`config.mk`:
```
export PLATFORM = sky130hd
export DESIGN_NAME = fdc_poll_status
export DESIGN_NICKNAME = d
export VERILOG_FILES = /design/src/design/fdc_poll_pkg.sv /design/src/design/result_store.sv /design/src/design/step_pulser.sv /design/src/design/fdc_poll_status.sv
export SDC_FILE = /design/constraint.sdc
export NUM_CORES = 1
export LEC_CHECK = 0
export CAP_MARGIN = 0
export CORE_UTILIZATION = 68
export CTS_CLUSTER_DIAMETER = 50
export CTS_CLUSTER_SIZE = 28
export DETAILED_ROUTE_END_ITERATION = 8
export DONT_BUFFER_PORTS = 1
export PLACE_DENSITY = 0.84
export SLEW_MARGIN = 15
export SYNTH_ARGS = -nofsm -noshare
export SYNTH_HDL_FRONTEND = slang
export SYNTH_SLANG_ARGS = --single-unit
```
`constraint.sdc`:
```
create_clock -name i_clock -period 7.5 [get_ports i_clock]
set_input_delay 1.125 -clock i_clock [delete_from_list [all_inputs] [get_ports i_clock]]
set_output_delay 1.125 -clock i_clock [all_outputs]
set_load 0.05 [all_outputs]
```
`src/design/fdc_poll_pkg.sv`:
```
// Overview of operation
// idle enters polling every 1 msec
// ready toggles after reset, drive-0 interrupt
// host senses interrupt four times per drive; the code clears one drive per sense, four senses in all
// host disables polling within 500 usec
// stepping and power-down checks always run; the code runs them only during polling
// power down 512 msec after motor-off
// hold parameter ready until polling completes
// result bytes read through data register
// first byte bits 1:0 give drive
// bit 2 head side, bit 3 zero
// bit 4 set when track zero missed
// bit 5 set after head move completes
// bits 7:6 give interrupt cause code
// second byte bit 0 missing address mark
// second byte bit 1 write protected
// second byte bit 2 missing data
// second byte bit 4 overrun or underrun
// second byte bit 5 crc, 3,6 zero
// second byte bit 7 end of track
// third byte bit 0 mark location
// third byte bit 1 bad track
// third byte bits 2,3 scan results
// last result read clears busy bit
// unnamed result bits read zero
package fdc_poll_pkg;

  // ****************************************************************
  // register map and timing
  // ****************************************************************
  localparam logic [2:0] DATA_REG_OFFSET = 3'h5;
  localparam logic [2:0] MAIN_STATE_OFFSET = 3'h4;
  localparam int CLOCK_MHZ = 250;
  localparam int POLL_PERIOD_US = 1000;
  localparam int POLL_CYCLES = POLL_PERIOD_US * CLOCK_MHZ;
  localparam int POLL_LOOP_US = 500;
  localparam int POLL_LOOP_CYCLES = POLL_LOOP_US * CLOCK_MHZ;
  localparam int POWER_DELAY_MS = 512;
  localparam longint POWER_DELAY_CYCLES = longint'(POWER_DELAY_MS) * 1000 * CLOCK_MHZ;
  localparam int STEP_PULSE_CYCLES = 4;
  localparam int NUM_DRIVES = 4;
  localparam int NUM_RESULTS = 3;

  // main state register bit positions
  localparam int STATE_BUSY_BIT = 4;
  localparam int STATE_DIR_BIT = 6;
  localparam int STATE_REQ_BIT = 7;

  // interrupt cause codes
  localparam logic [1:0] CAUSE_NORMAL = 2'h0;
  localparam logic [1:0] CAUSE_ABNORMAL = 2'h1;
  localparam logic [1:0] CAUSE_INVALID = 2'h2;
  localparam logic [1:0] CAUSE_READY_CHANGE = 2'h3;

  // ****************************************************************
  // carriers
  // ****************************************************************
  typedef struct packed {
    logic       read_cmd;     // read, scan or verify
    logic       write_cmd;    // write or format
    logic       scan_cmd;
    logic       seek_cmd;     // head move, offset move or home
    logic       home_cmd;
    logic       header_read;
    logic       track_read;
    logic       invalid;
    logic       abnormal;
    logic [1:0] drive;
    logic       head_side;
  } cmd_info_t;

  typedef struct packed {
    logic       mark_missing;
    logic       data_mark_missing;
    logic       sector_absent;
    logic       header_crc_fail;
    logic       start_absent;
    logic       late_service;
    logic       crc_error;
    logic       eot_reached;
    logic       track_ff_mismatch;
    logic       scan_not_met;
    logic       scan_equal;
  } exec_events_t;

  typedef enum logic [1:0] {
    PH_IDLE   = 2'b00,
    PH_POLL   = 2'b01,
    PH_EXEC   = 2'b11,
    PH_RESULT = 2'b10
  } phase_t;

endpackage : fdc_poll_pkg

```
`src/design/result_store.sv`:
```
`timescale 1ns/1ps
module result_store
(
  // clock and reset
  input  wire logic       i_clock,
  input  wire logic       i_rst,
  // write side
  input  wire logic       i_load,
  input  wire logic [23:0] i_bytes,
  // read side
  input  wire logic [1:0] i_index,
  output logic      [7:0] o_byte
);
  logic [7:0] mem_q [fdc_poll_pkg::NUM_RESULTS];

  // load all result bytes at once
  always_ff @(posedge i_clock)
  begin
    if (i_rst)
    begin
      for (int i = 0; i < fdc_poll_pkg::NUM_RESULTS; i++)
        mem_q[i] <= 8'h00;
    end
    else if (i_load)
    begin
      mem_q[0] <= i_bytes[7:0];
      mem_q[1] <= i_bytes[15:8];
      mem_q[2] <= i_bytes[23:16];
    end
  end

  // registered read data
  always_ff @(posedge i_clock)
  begin
    if (i_rst)
      o_byte <= 8'h00;
    else if (i_index < 2'(fdc_poll_pkg::NUM_RESULTS))
      o_byte <= mem_q[i_index];
    else
      o_byte <= 8'h00;
  end
endmodule : result_store

```
`src/design/step_pulser.sv`:
```
`timescale 1ns/1ps
module step_pulser
(
  // clock and reset
  input  wire logic i_clock,
  input  wire logic i_rst,
  // request
  input  wire logic i_fire,
  input  wire logic i_dir,
  // drive pins
  output logic      o_step,
  output logic      o_dir
);
  logic [2:0] cnt_q;

  // fixed-width head motion pulse, direction held through it
  always_ff @(posedge i_clock)
  begin
    if (i_rst)
    begin
      cnt_q  <= 3'h0;
      o_step <= 1'b0;
      o_dir  <= 1'b0;
    end
    else if (i_fire && cnt_q == 3'h0)
    begin
      cnt_q  <= 3'(fdc_poll_pkg::STEP_PULSE_CYCLES);
      o_step <= 1'b1;
      o_dir  <= i_dir;
    end
    else if (cnt_q != 3'h0)
    begin
      cnt_q  <= cnt_q - 3'h1;
      o_step <= (cnt_q != 3'h1);
    end
  end
endmodule : step_pulser

```
`src/design/fdc_poll_status.sv`:
```
`timescale 1ns/1ps
module fdc_poll_status
#(
  parameter int unsigned POLL_CYCLES_P  = fdc_poll_pkg::POLL_CYCLES,
  parameter int unsigned LOOP_CYCLES_P  = fdc_poll_pkg::POLL_LOOP_CYCLES,
  parameter longint unsigned POWER_CYCLES_P = fdc_poll_pkg::POWER_DELAY_CYCLES
)
(
  // clock and reset
  input  wire logic                      i_clock,
  input  wire logic                      i_rst,
  // host register port
  input  wire logic [2:0]                i_addr,
  input  wire logic                      i_rd,
  output logic      [7:0]                o_rdata,
  // command sequencing
  input  wire logic                      i_opcode_wr,
  input  wire logic                      i_exec_done,
  input  wire fdc_poll_pkg::cmd_info_t   i_cmd,
  input  wire fdc_poll_pkg::exec_events_t i_events,
  input  wire logic                      i_sense_int,
  input  wire logic                      i_poll_disable,
  // drive control
  input  wire logic [3:0]                i_step_req,
  input  wire logic                      i_step_dir,
  input  wire logic                      i_motor_off_expired,
  input  wire logic                      i_auto_power_en,
  // drive pins
  input  wire logic                      i_track_zero_input,
  input  wire logic                      i_write_protect,
  input  wire logic                      i_terminal_count_input,
  // status outputs
  output logic                           o_param_ready,
  output logic                           o_interrupt,
  output logic                           o_power_down,
  output logic                           o_step,
  output logic                           o_dir
);
  // ****************************************************************
  // pin synchronisers
  // ****************************************************************
  logic [2:0] pin_meta_q;
  logic [2:0] pin_sync_q;

  // two stages for the drive pins
  always_ff @(posedge i_clock)
  begin
    if (i_rst)
    begin
      pin_meta_q <= 3'h0;
      pin_sync_q <= 3'h0;
    end
    else
    begin
      pin_meta_q <= {i_terminal_count_input, i_write_protect, i_track_zero_input};
      pin_sync_q <= pin_meta_q;
    end
  end

  logic home_s;
  logic wp_s;
  logic count_s;
  assign home_s  = pin_sync_q[0];
  assign wp_s    = pin_sync_q[1];
  assign count_s = pin_sync_q[2];

  // ****************************************************************
  // phase sequencer
  // ****************************************************************
  fdc_poll_pkg::phase_t phase_q;
  logic [31:0] poll_cnt_q;
  logic [31:0] loop_cnt_q;
  logic        pending_q;
  logic        poll_end;
  logic [1:0]  result_idx_q;
  logic        last_read;

  assign poll_end  = (phase_q == fdc_poll_pkg::PH_POLL) && (loop_cnt_q == 32'h0);
  assign last_read = (phase_q == fdc_poll_pkg::PH_RESULT) && i_rd
                     && (i_addr == fdc_poll_pkg::DATA_REG_OFFSET)
                     && (result_idx_q == 2'(fdc_poll_pkg::NUM_RESULTS - 1));

  // idle timer that launches polling
  always_ff @(posedge i_clock)
  begin
    if (i_rst || phase_q != fdc_poll_pkg::PH_IDLE)
      poll_cnt_q <= 32'h0;
    else if (poll_cnt_q < POLL_CYCLES_P - 1)
      poll_cnt_q <= poll_cnt_q + 32'h1;
    else
      poll_cnt_q <= 32'h0;
  end

  // polling loop length
  always_ff @(posedge i_clock)
  begin
    if (i_rst)
      loop_cnt_q <= 32'h0;
    else if (phase_q == fdc_poll_pkg::PH_IDLE)
      loop_cnt_q <= LOOP_CYCLES_P - 1;
    else if (loop_cnt_q != 32'h0)
      loop_cnt_q <= loop_cnt_q - 32'h1;
  end

  // opcode that arrived during polling waits for loop end
  always_ff @(posedge i_clock)
  begin
    if (i_rst || poll_end)
      pending_q <= 1'b0;
    else if (i_opcode_wr && phase_q == fdc_poll_pkg::PH_POLL)
      pending_q <= 1'b1;
  end

  // phase transitions
  always_ff @(posedge i_clock)
  begin
    if (i_rst)
      phase_q <= fdc_poll_pkg::PH_IDLE;
    else
    begin
      unique case (phase_q)
        fdc_poll_pkg::PH_IDLE:
          if (i_opcode_wr)
            phase_q <= fdc_poll_pkg::PH_EXEC;
          else if (poll_cnt_q == POLL_CYCLES_P - 1)
            phase_q <= fdc_poll_pkg::PH_POLL;
        fdc_poll_pkg::PH_POLL:
          if (poll_end)
            phase_q <= (pending_q || i_opcode_wr) ? fdc_poll_pkg::PH_EXEC
                                                 : fdc_poll_pkg::PH_IDLE;
        fdc_poll_pkg::PH_EXEC:
          if (i_exec_done)
            phase_q <= fdc_poll_pkg::PH_RESULT;
        fdc_poll_pkg::PH_RESULT:
          if (last_read)
            phase_q <= fdc_poll_pkg::PH_IDLE;
      endcase
    end
  end

  // parameter ready withheld while polling
  always_ff @(posedge i_clock)
  begin
    if (i_rst)
      o_param_ready <= 1'b1;
    else
      o_param_ready <= (phase_q != fdc_poll_pkg::PH_POLL) && !(i_opcode_wr
                       && phase_q == fdc_poll_pkg::PH_POLL);
  end

  // ****************************************************************
  // drive ready tracking
  // ****************************************************************
  logic [3:0] ready_q;
  logic [3:0] change_q;
  logic       after_reset_q;
  logic [1:0] sense_idx_q;

  // ready lines toggle once after reset, unless polling is disabled
  always_ff @(posedge i_clock)
  begin
    if (i_rst)
    begin
      ready_q       <= 4'h0;
      change_q      <= 4'h0;
      after_reset_q <= 1'b1;
    end
    else
    begin
      if (i_sense_int)
        change_q[sense_idx_q] <= 1'b0;
      // set below wins over a same-cycle clear
      if (poll_end && after_reset_q)
      begin
        after_reset_q <= 1'b0;
        if (!i_poll_disable)
        begin
          ready_q  <= ~ready_q;
          change_q <= 4'hf;
        end
      end
    end
  end

  // each sense command that finds a ready change pending moves on to the next drive
  always_ff @(posedge i_clock)
  begin
    if (i_rst)
      sense_idx_q <= 2'h0;
    else if (i_sense_int && change_q[sense_idx_q])
      sense_idx_q <= sense_idx_q + 2'h1;
  end

  // interrupt for drive 0 on ready change, and at end of execution
  always_ff @(posedge i_clock)
  begin
    if (i_rst)
      o_interrupt <= 1'b0;
    else if ((poll_end && after_reset_q && !i_poll_disable) || i_exec_done)
      o_interrupt <= 1'b1;
    else if (i_rd && i_addr == fdc_poll_pkg::DATA_REG_OFFSET
             && phase_q == fdc_poll_pkg::PH_RESULT && result_idx_q == 2'h0)
      o_interrupt <= 1'b0;
    else if (i_sense_int)
      o_interrupt <= 1'b0;
  end

  // ****************************************************************
  // stepping and delayed power-down
  // ****************************************************************
  logic [63:0] power_cnt_q;
  logic        power_arm_q;

  step_pulser u_step
  (
    .i_clock (i_clock),
    .i_rst   (i_rst),
    .i_fire  (phase_q == fdc_poll_pkg::PH_POLL && |i_step_req),
    .i_dir   (i_step_dir),
    .o_step  (o_step),
    .o_dir   (o_dir)
  );

  // power-down delay checked during polling
  always_ff @(posedge i_clock)
  begin
    if (i_rst || !i_auto_power_en || !i_motor_off_expired)
    begin
      power_arm_q  <= 1'b0;
      power_cnt_q  <= 64'h0;
      o_power_down <= 1'b0;
    end
    else if (phase_q == fdc_poll_pkg::PH_POLL && !power_arm_q)
      power_arm_q <= 1'b1;
    else if (power_arm_q && power_cnt_q < POWER_CYCLES_P - 1)
      power_cnt_q <= power_cnt_q + 64'h1;
    else if (power_arm_q)
      o_power_down <= 1'b1;
  end

  // ****************************************************************
  // result byte assembly
  // ****************************************************************
  logic [7:0] res0;
  logic [7:0] res1;
  logic [7:0] res2;
  logic [1:0] cause;
  logic [7:0] res_byte;
  logic       reading_sense;

  assign reading_sense = i_sense_int;

  // cause code with ready change winning for sense reports
  always_comb
  begin
    if (reading_sense && change_q[sense_idx_q])
      cause = fdc_poll_pkg::CAUSE_READY_CHANGE;
    else if (i_cmd.invalid)
      cause = fdc_poll_pkg::CAUSE_INVALID;
    else if (i_cmd.abnormal)
      cause = fdc_poll_pkg::CAUSE_ABNORMAL;
    else
      cause = fdc_poll_pkg::CAUSE_NORMAL;
  end

  // first byte, all other bits clear
  always_comb
  begin
    res0 = 8'h00;
    res0[1:0] = reading_sense ? sense_idx_q : i_cmd.drive;
    res0[2]   = i_cmd.head_side;
    res0[4]   = i_cmd.home_cmd && !home_s;
    res0[5]   = i_cmd.seek_cmd;
    res0[7:6] = cause;
  end

  // second byte
  always_comb
  begin
    res1 = 8'h00;
    res1[0] = i_cmd.read_cmd && i_events.mark_missing;
    res1[1] = i_cmd.write_cmd && wp_s;
    res1[2] = (i_cmd.read_cmd && i_events.sector_absent)
              || (i_cmd.header_read && i_events.header_crc_fail)
              || (i_cmd.track_read && i_events.start_absent);
    res1[4] = i_events.late_service;
    res1[5] = i_events.crc_error;
    res1[7] = i_events.eot_reached && !count_s;
  end

  // third byte
  always_comb
  begin
    res2 = 8'h00;
    res2[0] = i_events.mark_missing && i_events.data_mark_missing;
    res2[1] = i_events.track_ff_mismatch;
    res2[2] = i_cmd.scan_cmd && i_events.scan_not_met;
    res2[3] = i_cmd.scan_cmd && i_events.scan_equal;
  end

  result_store u_store
  (
    .i_clock (i_clock),
    .i_rst   (i_rst),
    .i_load  (i_exec_done || i_sense_int),
    .i_bytes ({res2, res1, res0}),
    .i_index (result_idx_q),
    .o_byte  (res_byte)
  );

  // result byte pointer
  always_ff @(posedge i_clock)
  begin
    if (i_rst || phase_q != fdc_poll_pkg::PH_RESULT)
      result_idx_q <= 2'h0;
    else if (i_rd && i_addr == fdc_poll_pkg::DATA_REG_OFFSET)
      result_idx_q <= result_idx_q + 2'h1;
  end

  // ****************************************************************
  // host read data
  // ****************************************************************
  logic [7:0] state_word;

  // main state register is always valid
  always_comb
  begin
    state_word = 8'h00;
    state_word[3:0] = change_q;
    state_word[fdc_poll_pkg::STATE_BUSY_BIT] = (phase_q == fdc_poll_pkg::PH_EXEC)
                                               || (phase_q == fdc_poll_pkg::PH_RESULT);
    state_word[fdc_poll_pkg::STATE_DIR_BIT]  = (phase_q == fdc_poll_pkg::PH_RESULT);
    state_word[fdc_poll_pkg::STATE_REQ_BIT]  = (phase_q != fdc_poll_pkg::PH_POLL);
  end

  // results only visible during result phase
  always_ff @(posedge i_clock)
  begin
    if (i_rst)
      o_rdata <= 8'h00;
    else if (i_addr == fdc_poll_pkg::MAIN_STATE_OFFSET)
      o_rdata <= state_word;
    else if (i_addr == fdc_poll_pkg::DATA_REG_OFFSET && phase_q == fdc_poll_pkg::PH_RESULT)
      o_rdata <= res_byte;
    else
      o_rdata <= 8'h00;
  end
endmodule : fdc_poll_status

```
# After elaboration in Yosys (flattened, before gate mapping)
# Memories as Yosys holds them, arrays and structs flattened. A register that Yosys moved wholly into a read port is not among the register bits.
# Cells that the tools add are included.
[word_totals] reg_bits=163 wordCells=160 ram_bits=24 memories=1 output_inout_bits=13
[mem_list] name="u_store.mem_q" depth=3 word_bits=8 read_ports=1 rd_ports_with_merged_regs=1 write_ports=3 line_no="result_store.sv:14" text="logic [7:0] mem_q [fdc_poll_pkg::NUM_RESULTS];"
[classes] mux=37 reduce_logical=65 n_eq_ne=14 n_bitwise=10 order_cmp=5 add_sub_neg=6
[op_table] operator="adder 64 x 1 -> 64 bit (second input constant)" n=1
[op_table] operator="less-than comparator 64 x 27 -> 1 bit (second input constant)" n=1
[op_table] operator="two-way mux 8 bit" n=5
[op_table] operator="two-way mux 17 bit" n=2
[op_table] operator="adder 32 x 1 -> 32 bit (second input constant)" n=1
[op_table] operator="== test 32 x 18 -> 1 bit (second input constant)" n=1
[op_table] operator="zero test 32 bit" n=1
[op_table] operator="less-than comparator 32 x 18 -> 1 bit (second input constant)" n=1
[op_table] operator="nonzero test 32 bit" n=1
[op_table] operator="subtractor 32 x 1 -> 32 bit (second input constant)" n=1
[op_table] operator="logical AND 1 bit" n=28
[op_table] operator="two-way mux 2 bit" n=9
[op_table] operator="two-way mux 1 bit" n=13
[op_table] operator="two-way mux 4 bit" n=3
[op_table] operator="logical OR 1 bit" n=11
[op_table] operator="inequality test 2 bit (second input constant)" n=4
[op_table] operator="case mux 2 bit (4 select lines)" n=1
[op_table] operator="OR reduction 2 bit" n=4
[op_table] operator="zero test 1 bit" n=7
[op_table] operator="== test 2 bit (second input constant)" n=3
[op_table] operator="== test 3 bit (second input constant)" n=2
[op_table] operator="two-way mux 3 bit" n=2
[op_table] operator="nonzero test 2 bit" n=3
[op_table] operator="nonzero test 3 bit" n=2
[op_table] operator="22 further kinds" n=30

# Longest topological paths before layout
[logic_depth] word_depth=9 mapped_depth=9

# Hierarchy
# A second synthesis with hierarchy kept.
[hier_totals] cells_unflattened=801 area_unflattened_um2=7875.1
[by_module_without_submodules] mod="fdc_poll_status" instances=1 area_per_inst_um2=6246.0 cells_each=678
[by_module_without_submodules] mod="result_store" instances=1 area_per_inst_um2=1360.1 cells_each=97
[by_module_without_submodules] mod="step_pulser" instances=1 area_per_inst_um2=269.0 cells_each=26

# Least setup slack after synthesis
# No wires, ideal clock.
[synth_path] kind="reg2reg" start="reg loop_cnt_q[6]" end="reg o_interrupt" setup_slack_ps=5109 path_stages_with_launch=7 synth_period_minus_slack_ps=2391 arrival_time_ps=2320 path_cell_list="dfxtp_1 -> or4_4 -> nor3_4 -> nand2_4 -> or4_4 -> nor4b_4 -> o21bai_1"
[synth_between] elab_chain_len=6 elab_cells_between_ends=7 classes_between="mux: 1; reduce/logical: 6"
[synth_lines] element="start: declaration" line_no="fdc_poll_status.sv:72" text="logic [31:0] loop_cnt_q;"
[synth_lines] element="start signal: assignment" line_no="fdc_poll_status.sv:100" text="loop_cnt_q <= LOOP_CYCLES_P - 1;"
[synth_lines] element="start signal: assignment" line_no="fdc_poll_status.sv:102" text="loop_cnt_q <= loop_cnt_q - 32'h1;"
[synth_lines] element="zero test 32 bit *" line_no="fdc_poll_status.sv:78" text="assign poll_end = (phase_q == fdc_poll_pkg::PH_POLL) && (loop_cnt_q == 32'h0);"
[synth_lines] element="logical AND 1 bit *" line_no="fdc_poll_status.sv:78"
[synth_lines] element="logical AND 1 bit * (2 in series)" line_no="fdc_poll_status.sv:199" text="else if ((poll_end && after_reset_q && !i_poll_disable) || i_exec_done)"
[synth_lines] element="logical OR 1 bit *" line_no="fdc_poll_status.sv:199"
[synth_lines] element="nonzero test 3 bit (no line) or two-way mux 1 bit (tied branches)"
[synth_lines] element="end signal: assignment" line_no="fdc_poll_status.sv:198" text="o_interrupt <= 1'b0;"
[synth_lines] element="end signal: assignment" line_no="fdc_poll_status.sv:200" text="o_interrupt <= 1'b1;"
[synth_lines] element="end signal: assignment" line_no="fdc_poll_status.sv:203" text="o_interrupt <= 1'b0;"
[synth_lines] element="end: declaration" line_no="fdc_poll_status.sv:34" text="output logic o_interrupt,"
# Mark *: on every way between the ends. The rest lies on a longest branch, timed or not.
# A chain may end at the register's enable or synchronous reset.

# Worst setup path in the final report
[layout_path] start="reg power_cnt_q[28]" end="reg power_cnt_q[10]"
[layout_between] elab_chain_len=3
[layout_lines] element="start: declaration" line_no="fdc_poll_status.sv:211" text="logic [63:0] power_cnt_q;"
[layout_lines] element="start signal: assignment" line_no="fdc_poll_status.sv:236" text="power_cnt_q <= power_cnt_q + 64'h1;"
[layout_lines] element="less-than comparator 64 x 27 -> 1 bit" line_no="fdc_poll_status.sv:235" text="else if (power_arm_q && power_cnt_q < POWER_CYCLES_P - 1)"
[layout_lines] element="logical AND 1 bit" line_no="fdc_poll_status.sv:235"
[layout_lines] element="AND reduction 2 bit (no line)"
# Every way passes these cells.

==> results.sh <==
export IMPL_place_hpwl_um=10300
export IMPL_place_gp_congestion=0.857
export IMPL_flow_area_growth_from_synthesis_pct=8.52
export IMPL_min_delay_path_class="flop to flop"
export IMPL_setup_viol=0
export IMPL_timing_critical_path_required_ns=7.98
export IMPL_synth_area_um2=7550
export IMPL_leakagePower_nw=3.00
export IMPL_yosys_area_top_type="sky130_fd_sc_hd__dfxtp_1"
export IMPL_post_synth_inst_count=783
export IMPL_post_synth_cell_area_avg_um2=9.64
export IMPL_grt_util_all_layers_pct=27.9
export IMPL_ys_flop_type="sky130_fd_sc_hd__dfxtp_1"
export IMPL_placed_instance_area_um2=7660
export IMPL_first_pass_iters=5
export IMPL_htree_levels=4
export IMPL_critical_path_arrival_ns=3.54
export IMPL_timing_critical_path_fanout_max=32
export IMPL_first_global_vias=5531
export IMPL_post_layout_net_count=843
export IMPL_start_util_pct=69.6
export IMPL_port_buffers=0
export IMPL_post_cts_resized=0
export IMPL_count_of_standard_cell_rows=38
export IMPL_setup_worst_path_end_class="flop"
export IMPL_outcome="completed"
export IMPL_antenna_found_initial=0
export IMPL_synth_cell_type_count=61
export IMPL_clkLatencyLatePin_ns=0.54
export IMPL_yosys_area_top_type_share_pct=45.3
export IMPL_drtAntennaViolNets=0
export IMPL_tritoncts="yes"
export IMPL_setup_tns_final_ns=0
export IMPL_synth_ff_latch_count=188
export IMPL_clk_skew_ns=0.00762
export IMPL_min_period_ns=3.06
export IMPL_ios=56
export IMPL_grt_overflow_total=0
export IMPL_drt_initial_drc_count=565
export IMPL_drive_gt1_share_pct=5.40
export IMPL_grt_max_degree=50
export IMPL_worstSetupPathType="flop to flop"
export IMPL_cp_start_kind="flop"
export IMPL_power_ir_vdd_worst_mv=0.210
export IMPL_timing_reg2reg_setup_slack_ns=4.44
export IMPL_chipWidth_um=107
export IMPL_slew_headroom_pct=29.4
export IMPL_yosysSeqAreaShare_pct=52.1
export IMPL_die_area_um2=11500
export IMPL_layout_worst_path_cycle_share_pct=40.8
export IMPL_max_cap_violations=0
export IMPL_clock_root_buffer="sky130_fd_sc_hd__clkbuf_8"
export IMPL_timing_hold_violations_final=0
export IMPL_final_cell_mix="sky130_fd_sc_hd__dfxtp_1 (171), sky130_fd_sc_hd__nor2_1 (82), sky130_fd_sc_hd__nand2_1 (49), sky130_fd_sc_hd__and2_1 (45), sky130_fd_sc_hd__a21oi_1 (41)"
export IMPL_timing_fmax_mhz=327
export IMPL_most_common_cell_after_layout_fill_and_taps_aside="sky130_fd_sc_hd__dfxtp_1"
export IMPL_num_antenna_cells=0
export IMPL_vias=5738
export IMPL_wl_um=15300
export IMPL_synth_edff_count=17
export IMPL_report_final_slew_viol_count=0
export IMPL_grt_setup_unrepaired="no"
export IMPL_synthTopCellsByArea="sky130_fd_sc_hd__dfxtp_1 (45%), sky130_fd_sc_hd__edfxtp_1 (6.8%), sky130_fd_sc_hd__nor2_1 (4.1%)"
export IMPL_route_detailed_wl_per_inst_um=16.3
export IMPL_powerDensity_nw_per_um2=252
export IMPL_die_height_um=107
export IMPL_core_region_area_um2=10800
export IMPL_post_drt_via_cell_ratio=6.12
export IMPL_clock_sinks=188
export IMPL_post_cts_setup_buffer_count=0
export IMPL_asyncSetResetFlopFracSynth_pct=0
export IMPL_grt_first_pass_wirelength_um=24800
export IMPL_finalInstanceArea_um2=8190
export IMPL_cts_hold_buffers=0
export IMPL_tightestPinTransition_ns=1.06
export IMPL_cts_clk_slew_worst_paths_ns=0.07
export IMPL_clock_buffer_count_from_cts=17
export IMPL_route_detailed_drc=0
export IMPL_yosys_warn_count=0
export IMPL_cts_path_max_buffers=2
[flip-flops by register name, indices dropped and copies added (netlist names), 2 cells and up]
signal / flops
u_step.cnt_q: 3
u_store.o_byte: 8
sense_idx_q: 2
result_idx_q: 2
o_rdata: 8
power_cnt_q: 64
pin_meta_q: 3
u_store.mem_q: 17
phase_q: 2
poll_cnt_q: 32
loop_cnt_q: 32
change_q: 4
pin_sync_q: 3
[Yosys cell counts, drive strengths merged, types with 12 or more instances]
cell type and instances:
and2 45, nor2 82, o21ai 18, nor2b 12, or3 21, nor3 19
nor4 29, and3 18, inv 14, nand3 30, nand2 50, xor2 16
clkbuf 29, dfxtp 171, a21oi 41, ha 15, nand4 14, edfxtp 17
or4 20, mux2i 12, xnor2 23
[routing by layer]
metal / global-route usage, % / vias to the layer above / share of wire, %
met5: 0 / - / 0
met4: 10.2 / 0 / 2.1
met3: 9.02 / 32 / 6.6
met2: 47.6 / 217 / 50
met1: 32.8 / 2702 / 41
li1: - / 2787 / -
[where the power goes]
part	switching (mW)	internal (mW)	total, mW	leakage, nW
sequential	0.0401	1.05	1.09	1.58
combinational	0.0994	0.0677	0.167	1.17
clock	0.352	0.458	0.810	0.246
total	0.492	1.58	2.07	3.00
[final timing paths]
path                                 startpoint         endpoint  cells after the start
worst max register to register  power_cnt_q[28]  power_cnt_q[10]                      6
worst max-delay path            power_cnt_q[28]  power_cnt_q[10]                      6
worst min register to register    pin_meta_q[0]    pin_sync_q[0]                      1
worst min-delay path              pin_meta_q[0]    pin_sync_q[0]                      1
[cell families after synthesis]
kind of cell    after synthesis  synth area share [%]
compound gates              111                  9.31
xor+xnor                     39                  4.52
fa+ha+maj                    15                  2.49
buf+inv                      45                  2.25
flops                       188                  52.1
mux                          13                  1.89
other cells                   1                0.0497
simple gates                371                  27.4
[metrics by stage]
| step | worst slack (ns) | cells | total power [mW] | utilization, % | hold WS (ns) |
|---|---|---|---|---|---|
| floorplan | 5.11 | 796 | 1.24 | - | 0.414 |
| global placement | 4.46 | 906 | 1.27 | 70.7 | 0.426 |
| detailed placement | 4.36 | 906 | 1.28 | 70.7 | 0.429 |
| CTS | 4.49 | 937 | 2.08 | 75.6 | 0.449 |
| global route | 4.06 | 937 | 2.15 | 75.6 | 0.471 |
| finish | 4.44 | 937 | 2.07 | 75.6 | 0.447 |
[layout make-up]
cell class                 count  area, um^2
clock buffer                  26         468
clock inverter                 5        61.3
fill                         741        2650
inverter                      14        52.6
multi-input combinational    563        3490
sequential                   188        3930
tap                          140         175
timing repair buffer           1        7.51
[worst max-delay path: stages, from the launching register on]
cell and delay (ns):
sky130_fd_sc_hd__dfxtp_1 0.31, sky130_fd_sc_hd__nor4_1 0.39, sky130_fd_sc_hd__o211ai_1 0.14, sky130_fd_sc_hd__nor4_1 0.45, sky130_fd_sc_hd__nand3_1 0.85, sky130_fd_sc_hd__or4_1 0.77
sky130_fd_sc_hd__nand2_1 0.09
No activity file was read; power rests on OpenSTA's default activity.
